$ cat src/hdl/standby_pkg.sv
package standby_pkg;
   // warm-up lengths in divided-clock ticks, fast return (x2 when divider stage select set)
   localparam logic [17:0] WU_FAST_00 = 18'h30000;
   localparam logic [17:0] WU_FAST_01 = 18'h10000;
   localparam logic [17:0] WU_FAST_10 = 18'h0C000;
   localparam logic [17:0] WU_FAST_11 = 18'h04000;
   // warm-up lengths in low-clock ticks, slow return
   localparam logic [17:0] WU_SLOW_00 = 18'h06000;
   localparam logic [17:0] WU_SLOW_01 = 18'h02000;
   localparam logic [17:0] WU_SLOW_10 = 18'h000C0;
   localparam logic [17:0] WU_SLOW_11 = 18'h00040;
   localparam logic EXIT_EDGE_MODE = 1'b0;

   typedef enum logic [2:0] {
      ST_RUN,
      ST_STOPPED,
      ST_WARMUP,
      ST_CORE_DOZE,
      ST_DEEP_DOZE
   } power_state_e;

   // software control bits
   typedef struct packed {
      logic stop_cmd;
      logic exit_level_select;
      logic [1:0] warmup_select;
      logic divider_stage_select;
      logic doze_cmd;
      logic timing_gen_freeze;
      logic dual_clock;
      logic slow_run;
   } ctrl_s;

   // oscillator and clock gating outputs
   typedef struct packed {
      logic hf_osc_en;
      logic lf_osc_en;
      logic cpu_run;
      logic wdt_run;
      logic periph_clk_en;
      logic tbt_clk_en;
   } gate_s;
endpackage

$ cat src/hdl/standby_mode_controller.sv
`timescale 1ns/10ps
// Operation
// - edge exit mode leaves stop state on rising edge of wake pin.
// - edge mode enters stop even when wake pin already high.
// - restart both oscillators for fast dual, low only for slow dual, high only for single (slow or fast).
// - warm-up interval from 2-bit select, everything halted meanwhile.
// - fast warm-up codes give 12.288/4.096/3.072/1.024 ms, doubled by stage select.
// - slow warm-up codes give 750/250/5.85/1.95 ms at 32.768 kHz.
// - after warm-up resume at instruction following the stop entry.
// - leaving stop clears timing generator prescaler and divider.
// - reset pin low during stop ends it with ordinary reset.
// - core doze halts cpu and watchdog, peripherals run, state held.
// - leaving core doze clears doze bit and returns to prior mode.
// - master enable 0: enabled source wakes, no service, continue after entry.
// - master enable 1: enabled source wakes and is serviced first.
// - watchdog interrupt just before doze entry is serviced, doze skipped.
// - reset pin low in any doze ends it, start in fast single run.
// - deep doze clocks only time base timer, state held.
// - deep doze exits on timebase source falling edge, freeze bit cleared.
// - deep doze exit sets timebase latch if timebase enabled.
// - stop state entered when software writes one to stop command bit with edge exit mode selected.
module standby_mode_controller (
   input wire logic mclk_i, // 40 MHz system clock
   input wire logic rstn_i, // synchronous reset, active low
   input wire standby_pkg::ctrl_s ctrl_i, // software control bits
   input wire logic ctrl_wr_i, // one-cycle strobe: ctrl_i written
   input wire logic wake_pin_i, // external wake pin, asynchronous
   input wire logic reset_pin_n_i, // external reset pin, asynchronous, active low
   input wire logic div_tick_i, // divided basic clock tick (fast warm-up)
   input wire logic lf_tick_i, // low-clock tick (slow warm-up)
   input wire logic tbt_src_i, // timebase source clock, asynchronous
   input wire logic master_irq_enable_i, // master interrupt enable
   input wire logic irq_wake_i, // any enabled source pending (latch and enable)
   input wire logic wdt_irq_i, // watchdog interrupt pending
   input wire logic timebase_enable_i, // timebase enable bit
   output standby_pkg::gate_s gate_o, // oscillator and clock gating
   output standby_pkg::power_state_e state_o, // current power state
   output logic doze_bit_o, // core doze control bit readback
   output logic freeze_bit_o, // freeze bit readback
   output logic tg_clear_o, // pulse: clear prescaler and divider
   output logic resume_o, // pulse: resume after entering instruction
   output logic service_irq_o, // pulse: take the interrupt first
   output logic timebase_irq_o, // pulse: set timebase interrupt latch
   output logic pin_reset_o // pulse: ordinary reset request
);
   import standby_pkg::*;

   ////////////////////////////////////////////////////////////////////
   // pin synchronisers
   logic [1:0] wake_sync_r, rst_sync_r, tbt_sync_r;
   logic wake_prev_r, tbt_prev_r;
   logic wake_rise, tbt_fall, rst_pin_low;

   // two stages for each asynchronous input
   always_ff @(posedge mclk_i) begin
      if (!rstn_i) begin
         wake_sync_r <= 2'h0;
         rst_sync_r <= 2'h3;
         tbt_sync_r <= 2'h0;
      end else begin
         wake_sync_r <= {wake_sync_r[0], wake_pin_i};
         rst_sync_r <= {rst_sync_r[0], reset_pin_n_i};
         tbt_sync_r <= {tbt_sync_r[0], tbt_src_i};
      end
   end

   // edge history reads only the second stage
   always_ff @(posedge mclk_i) begin
      if (!rstn_i) begin
         wake_prev_r <= 1'b0;
         tbt_prev_r <= 1'b0;
      end else begin
         wake_prev_r <= wake_sync_r[1];
         tbt_prev_r <= tbt_sync_r[1];
      end
   end

   assign wake_rise = wake_sync_r[1] & ~wake_prev_r;
   assign tbt_fall = ~tbt_sync_r[1] & tbt_prev_r;
   assign rst_pin_low = ~rst_sync_r[1];

   ////////////////////////////////////////////////////////////////////
   // warm-up length lookup
   function automatic logic [18:0] warmup_len(input logic [1:0] sel, input logic slow,
                                              input logic dbl);
      logic [17:0] base;
      base = 18'h00000;
      if (slow) begin
         case (sel)
            2'h0: base = WU_SLOW_00;
            2'h1: base = WU_SLOW_01;
            2'h2: base = WU_SLOW_10;
            default: base = WU_SLOW_11;
         endcase
         warmup_len = {1'b0, base};
      end else begin
         case (sel)
            2'h0: base = WU_FAST_00;
            2'h1: base = WU_FAST_01;
            2'h2: base = WU_FAST_10;
            default: base = WU_FAST_11;
         endcase
         warmup_len = dbl ? {base, 1'b0} : {1'b0, base};
      end
   endfunction

   ////////////////////////////////////////////////////////////////////
   // latched mode settings
   power_state_e state_r;
   logic [1:0] wu_sel_r;
   logic wu_dbl_r, slow_r, dual_r;
   logic [18:0] wu_cnt_r;
   logic doze_r, freeze_r;

   // settings held from the last control write; stop holds them frozen
   always_ff @(posedge mclk_i) begin
      if (!rstn_i) begin
         wu_sel_r <= 2'h0;
         wu_dbl_r <= 1'b0;
         slow_r <= 1'b0;
         dual_r <= 1'b0;
      end else if (rst_pin_low) begin
         slow_r <= 1'b0;
         dual_r <= 1'b0;
      end else if (ctrl_wr_i && state_r == ST_RUN) begin
         wu_sel_r <= ctrl_i.warmup_select;
         wu_dbl_r <= ctrl_i.divider_stage_select;
         slow_r <= ctrl_i.slow_run;
         dual_r <= ctrl_i.dual_clock;
      end
   end

   ////////////////////////////////////////////////////////////////////
   // power state machine
   logic enter_stop, enter_doze, enter_freeze, doze_wake;

   // stop entered regardless of the wake pin level in edge mode
   assign enter_stop = ctrl_wr_i && ctrl_i.stop_cmd &&
                       ctrl_i.exit_level_select == EXIT_EDGE_MODE;
   // a pending watchdog interrupt cancels doze entry
   assign enter_doze = ctrl_wr_i && ctrl_i.doze_cmd && !wdt_irq_i;
   assign enter_freeze = ctrl_wr_i && ctrl_i.timing_gen_freeze && !ctrl_i.doze_cmd;
   assign doze_wake = irq_wake_i;

   always_ff @(posedge mclk_i) begin
      if (!rstn_i || rst_pin_low) begin
         state_r <= ST_RUN;
      end else begin
         case (state_r)
            ST_RUN: begin
               if (enter_stop) begin
                  state_r <= ST_STOPPED;
               end else if (enter_doze) begin
                  state_r <= ST_CORE_DOZE;
               end else if (enter_freeze) begin
                  state_r <= ST_DEEP_DOZE;
               end
            end
            ST_STOPPED: begin
               if (wake_rise) begin
                  state_r <= ST_WARMUP;
               end
            end
            ST_WARMUP: begin
               if (wu_cnt_r == 19'h00000) begin
                  state_r <= ST_RUN;
               end
            end
            ST_CORE_DOZE: begin
               if (doze_wake) begin
                  state_r <= ST_RUN;
               end
            end
            ST_DEEP_DOZE: begin
               if (tbt_fall) begin
                  state_r <= ST_RUN;
               end
            end
            default: state_r <= ST_RUN;
         endcase
      end
   end

   // warm-up down-counter on divided ticks, or low-clock ticks in slow run, so it tracks the real oscillator
   always_ff @(posedge mclk_i) begin
      if (!rstn_i) begin
         wu_cnt_r <= 19'h00000;
      end else if (state_r == ST_STOPPED && wake_rise) begin
         wu_cnt_r <= warmup_len(wu_sel_r, slow_r, wu_dbl_r);
      end else if (state_r == ST_WARMUP && wu_cnt_r != 19'h00000 &&
                   (slow_r ? lf_tick_i : div_tick_i)) begin
         wu_cnt_r <= wu_cnt_r - 19'h00001;
      end
   end

   // control bits read back; hardware clears them on exit
   always_ff @(posedge mclk_i) begin
      if (!rstn_i || rst_pin_low) begin
         doze_r <= 1'b0;
         freeze_r <= 1'b0;
      end else begin
         if (state_r == ST_RUN && enter_doze) begin
            doze_r <= 1'b1;
         end else if (state_r == ST_CORE_DOZE && doze_wake) begin
            doze_r <= 1'b0;
         end
         if (state_r == ST_RUN && enter_freeze) begin
            freeze_r <= 1'b1;
         end else if (state_r == ST_DEEP_DOZE && tbt_fall) begin
            freeze_r <= 1'b0;
         end
      end
   end

   ////////////////////////////////////////////////////////////////////
   // event pulses
   always_ff @(posedge mclk_i) begin
      if (!rstn_i) begin
         tg_clear_o <= 1'b0;
         resume_o <= 1'b0;
         service_irq_o <= 1'b0;
         timebase_irq_o <= 1'b0;
         pin_reset_o <= 1'b0;
      end else begin
         tg_clear_o <= state_r == ST_STOPPED && wake_rise;
         resume_o <= (state_r == ST_WARMUP && wu_cnt_r == 19'h00000) ||
                     (state_r == ST_CORE_DOZE && doze_wake) ||
                     (state_r == ST_DEEP_DOZE && tbt_fall);
         service_irq_o <= state_r == ST_CORE_DOZE && doze_wake &&
                          master_irq_enable_i;
         timebase_irq_o <= state_r == ST_DEEP_DOZE && tbt_fall &&
                           timebase_enable_i;
         pin_reset_o <= rst_pin_low && state_r != ST_RUN;
      end
   end

   ////////////////////////////////////////////////////////////////////
   // clock gating and oscillator enables
   always_comb begin
      gate_o.hf_osc_en = 1'b1;
      gate_o.lf_osc_en = dual_r;
      gate_o.cpu_run = state_r == ST_RUN;
      gate_o.wdt_run = state_r == ST_RUN;
      gate_o.periph_clk_en = state_r == ST_RUN || state_r == ST_CORE_DOZE;
      gate_o.tbt_clk_en = state_r != ST_STOPPED && state_r != ST_WARMUP;
      if (state_r == ST_STOPPED) begin
         gate_o.hf_osc_en = 1'b0;
         gate_o.lf_osc_en = 1'b0;
      end else if (dual_r) begin
         gate_o.hf_osc_en = !slow_r;
         gate_o.lf_osc_en = 1'b1;
      end else begin
         gate_o.hf_osc_en = 1'b1;
         gate_o.lf_osc_en = 1'b0;
      end
   end

   assign state_o = state_r;
   assign doze_bit_o = doze_r;
   assign freeze_bit_o = freeze_r;

   ////////////////////////////////////////////////////////////////////
   // checks
   a_stop_edge_exit: assert property (@(posedge mclk_i) disable iff (!rstn_i)
      state_r == ST_STOPPED && wake_rise && !rst_pin_low |=> state_r == ST_WARMUP)
      else $error("stop not left on wake edge");
   a_stop_entry_high: assert property (@(posedge mclk_i) disable iff (!rstn_i)
      state_r == ST_RUN && enter_stop && !rst_pin_low |=> state_r == ST_STOPPED)
      else $error("stop entry refused");
   a_tg_clear_exit: assert property (@(posedge mclk_i) disable iff (!rstn_i)
      state_r == ST_STOPPED && wake_rise |=> tg_clear_o)
      else $error("timing generator not cleared");
   a_warmup_halt: assert property (@(posedge mclk_i) disable iff (!rstn_i)
      state_r == ST_WARMUP |-> !gate_o.cpu_run && !gate_o.periph_clk_en)
      else $error("logic ran during warm-up");
   a_warmup_load: assert property (@(posedge mclk_i) disable iff (!rstn_i)
      state_r == ST_STOPPED && wake_rise && !slow_r && !wu_dbl_r && wu_sel_r == 2'h3
      |=> wu_cnt_r == {1'b0, WU_FAST_11})
      else $error("wrong fast warm-up length");
   a_doze_clear: assert property (@(posedge mclk_i) disable iff (!rstn_i)
      state_r == ST_CORE_DOZE && doze_wake && !rst_pin_low |=> !doze_r && state_r == ST_RUN)
      else $error("doze bit not cleared on wake");
   a_irq_service: assert property (@(posedge mclk_i) disable iff (!rstn_i)
      state_r == ST_CORE_DOZE && doze_wake |=> service_irq_o == $past(master_irq_enable_i))
      else $error("service decision wrong");
   a_wdt_blocks: assert property (@(posedge mclk_i) disable iff (!rstn_i)
      state_r == ST_RUN && wdt_irq_i && ctrl_wr_i && ctrl_i.doze_cmd
      |=> state_r != ST_CORE_DOZE)
      else $error("doze entered with watchdog pending");
   a_reset_pin: assert property (@(posedge mclk_i) disable iff (!rstn_i)
      rst_pin_low |=> state_r == ST_RUN && !slow_r && !dual_r)
      else $error("reset pin did not end mode");
   a_deep_exit: assert property (@(posedge mclk_i) disable iff (!rstn_i)
      state_r == ST_DEEP_DOZE && tbt_fall && !rst_pin_low
      |=> !freeze_r && timebase_irq_o == $past(timebase_enable_i))
      else $error("deep doze exit wrong");

   // waiting, gating and counting checks
   a_stop_osc_off: assert property (@(posedge mclk_i) disable iff (!rstn_i)
      state_r == ST_STOPPED |-> !gate_o.hf_osc_en && !gate_o.lf_osc_en)
      else $error("oscillator left running in stop");
   a_osc_restart: assert property (@(posedge mclk_i) disable iff (!rstn_i)
      state_r == ST_WARMUP
      |-> gate_o.hf_osc_en == !(dual_r && slow_r) && gate_o.lf_osc_en == dual_r)
      else $error("wrong oscillators restarted");
   a_warmup_hold: assert property (@(posedge mclk_i) disable iff (!rstn_i)
      state_r == ST_WARMUP && wu_cnt_r != 19'h00000 && !rst_pin_low
      |=> state_r == ST_WARMUP)
      else $error("warm-up ended early");
   a_warmup_tick: assert property (@(posedge mclk_i) disable iff (!rstn_i)
      state_r == ST_WARMUP && wu_cnt_r != 19'h00000 && (slow_r ? lf_tick_i : div_tick_i)
      |=> wu_cnt_r == $past(wu_cnt_r) - 19'h00001)
      else $error("warm-up count missed a tick");
   a_warmup_still: assert property (@(posedge mclk_i) disable iff (!rstn_i)
      state_r == ST_WARMUP && !(slow_r ? lf_tick_i : div_tick_i) |=> $stable(wu_cnt_r))
      else $error("warm-up counted without a tick");
   a_warmup_resume: assert property (@(posedge mclk_i) disable iff (!rstn_i)
      state_r == ST_WARMUP && wu_cnt_r == 19'h00000 && !rst_pin_low
      |=> state_r == ST_RUN && resume_o)
      else $error("no resume after warm-up");
   a_slow_load: assert property (@(posedge mclk_i) disable iff (!rstn_i)
      state_r == ST_STOPPED && wake_rise && slow_r && wu_sel_r == 2'h2
      |=> wu_cnt_r == {1'b0, WU_SLOW_10})
      else $error("wrong slow warm-up length");
   a_dbl_load: assert property (@(posedge mclk_i) disable iff (!rstn_i)
      state_r == ST_STOPPED && wake_rise && !slow_r && wu_dbl_r && wu_sel_r == 2'h3
      |=> wu_cnt_r == {WU_FAST_11, 1'b0})
      else $error("doubled warm-up length wrong");
   a_core_halt: assert property (@(posedge mclk_i) disable iff (!rstn_i)
      state_r == ST_CORE_DOZE
      |-> !gate_o.cpu_run && !gate_o.wdt_run && gate_o.periph_clk_en)
      else $error("core doze gating wrong");
   a_core_wait: assert property (@(posedge mclk_i) disable iff (!rstn_i)
      state_r == ST_CORE_DOZE && !doze_wake && !rst_pin_low
      |=> state_r == ST_CORE_DOZE && doze_r)
      else $error("core doze left without a source");
   a_deep_gate: assert property (@(posedge mclk_i) disable iff (!rstn_i)
      state_r == ST_DEEP_DOZE
      |-> !gate_o.periph_clk_en && gate_o.tbt_clk_en && !gate_o.cpu_run)
      else $error("deep doze gating wrong");
   a_deep_wait: assert property (@(posedge mclk_i) disable iff (!rstn_i)
      state_r == ST_DEEP_DOZE && !tbt_fall && !rst_pin_low
      |=> state_r == ST_DEEP_DOZE && freeze_r)
      else $error("deep doze left without an edge");
   a_deep_resume: assert property (@(posedge mclk_i) disable iff (!rstn_i)
      state_r == ST_DEEP_DOZE && tbt_fall && !rst_pin_low |=> state_r == ST_RUN && resume_o)
      else $error("no resume after deep doze");
   a_pin_reset_pulse: assert property (@(posedge mclk_i) disable iff (!rstn_i)
      rst_pin_low && state_r != ST_RUN |=> pin_reset_o)
      else $error("reset pin gave no reset request");
endmodule

$ cat config.mk
export PLATFORM = sky130hd
export DESIGN_NAME = standby_mode_controller
export DESIGN_NICKNAME = d
export VERILOG_FILES = /design/src/hdl/standby_pkg.sv /design/src/hdl/standby_mode_controller.sv
export SDC_FILE = /design/constraint.sdc
export NUM_CORES = 1
export LEC_CHECK = 0
export BUFFER_PORTS_ARGS = -buffer_cell sky130_fd_sc_hd__buf_2
export CAP_MARGIN = 20
export CORE_MARGIN = 4
export CORE_UTILIZATION = 40
export CTS_CLUSTER_SIZE = 10
export DETAILED_ROUTE_END_ITERATION = 8
export SYNTH_ARGS = -nofsm -noshare
export SYNTH_HDL_FRONTEND = slang
export SYNTH_SLANG_ARGS = --single-unit
$ cat constraint.sdc
create_clock -name mclk_i -period 2.3 [get_ports mclk_i]
set_input_delay 0.69 -clock mclk_i [delete_from_list [all_inputs] [get_ports mclk_i]]
set_output_delay 0.69 -clock mclk_i [all_outputs]
set_load 0.05 [all_outputs]
==> results.cfg <==
[cts]
h-tree-depth = 2
cts_num_sinks = 42
cts_buffer_depth = 2
root_buffer = clkbuf_8
cts_tree = yes
holdBufCountCts = 0
path_clk_slew_ns = 0.08
clk_latency_ns = 0.29
cts-buffers-inserted = 5

[run]
max_cap_viol_count = 0

[sta]
relSlewSlack_pct = 60.3
tightest_slew_ns = 0.588
fmax_mhz = 441
finalHoldViolCount = 0
fin_crit_sh_pct = 98.6
finalSetupViolCount = 0
maxSlewViolCount = 0
fin_worst_skew_ns = 0.00535
min_period_ns = 2.27
rsz0062_at_grt = yes

[yosys]
synth-seq-cells = 42
syn-cell-area_um2 = 2090
yosys_warnings = 0
synth_ff_type = dfxtp_1
synth_edf_count = 0
synth_cell_types = 54
yosysSeqAreaShare_pct = 40.3
syn_area_per_cell_um2 = 8.59
async_reset_ff_share_pct = 0
synthesis.nets = 265
synth_cells = 243

[critical_path]
cpMaxStageDelayCell = or4b_4
worstSetupPathType = reg -> reg
crit_fanout = 6
cp_num_buf_inv = 1
cpMostUsedCell = or4b_4
arrival_ns = 2.44
r2r-start = wu_cnt_r[1]
startpoint = wu_cnt_r[1]
start_kind = flip-flop
end_kind = flip-flop
cp_top_family = simple AND/OR/NAND/NOR gates
critPathRequiredTime_ns = 2.47
critical_path.max_stage_delay_ns = 0.57
crit_chain = inv_2 > ha_2 > or4b_4 > or4b_4 > o21a_4 > o21ai_2 > o32ai_1

[worst_hold_path]
hold_start = rst_sync_r[0]
hold_path.class = reg -> reg

[finish]
diodes = 0
syn2layout_area_growth_pct = 25.5
fin_area_um2 = 2620
post_route_cells_drive_above_1_share_pct = 31.4
fill_cells = 499
num-nets-final = 314
utilization_pct = 51.7

[detailed_routing]
drc_errors = 0
viasPerCell = 5.31
wl_um = 5100
antenna_left = 0
wl_per_cell_um = 14.0
dr.pass1.iters = 4
first_iter_violations = 124
vias = 1927

[power]
p_per_area_nw_per_um2 = 613
p_leak_nw = 1.07
worst_ir_drop_vdd_v = 0.000430

[grt]
antenna_found_initial = 0
grt_use_met1_pct = 22.1
grt_pass1_vias = 1773
track_usage_pct = 16.4
grt_busiest_layer = met2
use_met3_pct = 4.26
grt_max_degree = 21
grtUsageMet2_pct = 25.6
grt_pass1_wl_um = 8260
grt_remaining_overflow = 0

[floorplanning]
die_area_um2 = 6440
ios = 37
dieWidth_um = 80.3
core_um2 = 5070
dieHeight_um = 80.3
rows = 26
start_util_pct = 41.1

[run_status]
outcome = finished clean

[placed_design]
port_buffers = 36
gp_congestion = 0.845
post_dp_cell_area_um2 = 2440
hpwl_um = 3690
-- state kept, by name (all words and copies together) (netlist names) --
name	count
wu_dbl_r	1
tbt_prev_r	1
state_o	3
timebase_irq_o	1
wu_cnt_r	19
wake_sync_r	2
tbt_sync_r	2
tg_clear_o	1
service_irq_o	1
wu_sel_r	2
wake_prev_r	1
pin_reset_o	1
doze_bit_o	1
dual_r	1
slow_r	1
resume_o	1
freeze_bit_o	1
rst_sync_r	2
-- metal layers --
metal,part of all wire (%),vias to the layer above
met1,47,911
met2,48,37
met3,4.0,10
met5,0,-
li1,-,969
met4,1.3,0
-- power by group --
part	internal (mW)	switching, mW	total, mW	leakage (nW)
Combinational	0.0987	0.176	0.275	0.670
Sequential	0.747	0.0175	0.765	0.343
Clock	0.319	0.248	0.568	0.0579
Total	1.17	0.442	1.61	1.07
-- cell families (layout without fill, tap and decap cells) --
family                     count (synthesis)  in the layout  synth area share, %
AOI/OAI and AO/OA                         47             47                 16.3
xor gates and xnor gates                  14             14                 5.87
adders and majority gates                  1              1                0.599
buffers and inverters                     20             69                 4.55
DFF                                       42             42                 40.3
muxes                                      3              3                 1.44
and+or+nand+nor                          116            117                 31.0
-- final timing paths --
kind	cells past startpoint	end	slack, ns
setup / recovery	7	wu_cnt_r[6]	0.03
hold / removal	1	rst_sync_r[1]	0.43
setup reg to reg	7	wu_cnt_r[6]	0.03
hold reg to reg	1	rst_sync_r[1]	0.43
-- synthesized netlist by cell type, types with 2 or more instances --
cell type  count  area [µm²]
o2111ai_1      3        26.3
nor3_1         8        40.0
xor2_1        11        96.3
a211oi_1       2        15.0
o21ai_0        7        35.0
a21oi_1        8        40.0
nor4_1         7        43.8
a31oi_1        2        12.5
or4_1          2        15.0
o32ai_1        2        17.5
nor2_1        26        97.6
a22oi_1        2        15.0
inv_1          6        22.5
dfxtp_1       42         841
nor2b_1        5        31.3
o211ai_1       5        37.5
and2_1         8        50.1
o31a_1         2        17.5
or2_2          2        12.5
clkbuf_1      10        37.5
nor4b_1        2        17.5
and3_1         2        12.5
nand2b_1       6        37.5
buf_6          2        22.5
nand2_1       19        71.3
a21boi_0       4        30.0
o22ai_1        2        12.5
or3_1          4        25.0
or4b_4         2        27.5
xnor2_1        3        26.3
nor3b_1        3        22.5
nand3_1        9        45.0
or3b_2         2        17.5
mux2i_1        3        30.0
-- layout make-up --
type	instances	area, µm²	area share, %
inverters	6	22.5	0.859
clock inverters	3	40.0	1.53
flip-flops and latches	42	845	32.2
well taps	70	87.6	3.34
repair buffers	55	323	12.3
multi-input cells	182	1230	47.1
clock buffers	5	68.8	2.63
-- placed cells by master, fill, tap and decap left out, types with 5 or more instances in the layout --
cell type and n:
nor2_1 25, and2_1 8, xor2_1 11, buf_2 36
nor4_1 5, nand2b_1 6, nand2_1 19, nand3_1 9
o211ai_1 5, clkbuf_8 5, buf_4 19, a21oi_1 7
nor3_1 7, dfxtp_1 39, o21ai_0 7
-- worst reg2reg max path: cells and delay by family (launching register included) --
kind	cells	cell delay [ns]
and+or+nand+nor	2	1.04
AOI/OAI and AO/OA	3	0.54
DFF	1	0.33
adders and majority gates	1	0.18
buffers and inverters	1	0.05
-- stage by stage --
stage | setup WS [ns] | hold WS [ns] | total power [mW] | std cells | TNS [ns]
2_1_floorplan | -0.0426 | 0.386 | 0.976 | 243 | -0.0426
3_3_place_gp | 0.0567 | 0.389 | 1.04 | 352 | 0
3_5_place_dp | 0.00355 | 0.415 | 1.05 | 352 | 0
4_1_cts | 0.0462 | 0.436 | 1.61 | 360 | 0
5_1_grt | -0.0270 | 0.445 | 1.69 | 363 | -0.0520
6_report | 0.0325 | 0.426 | 1.61 | 363 | 0
-- what timing repair did --
action,in CTS,in global routing
setup buffers,0,2
setup endpoints to repair,3,9
gates resized for setup,0,12
pin swaps,2,4
cloned,0,1
Power figures use the tool's default switching activity.
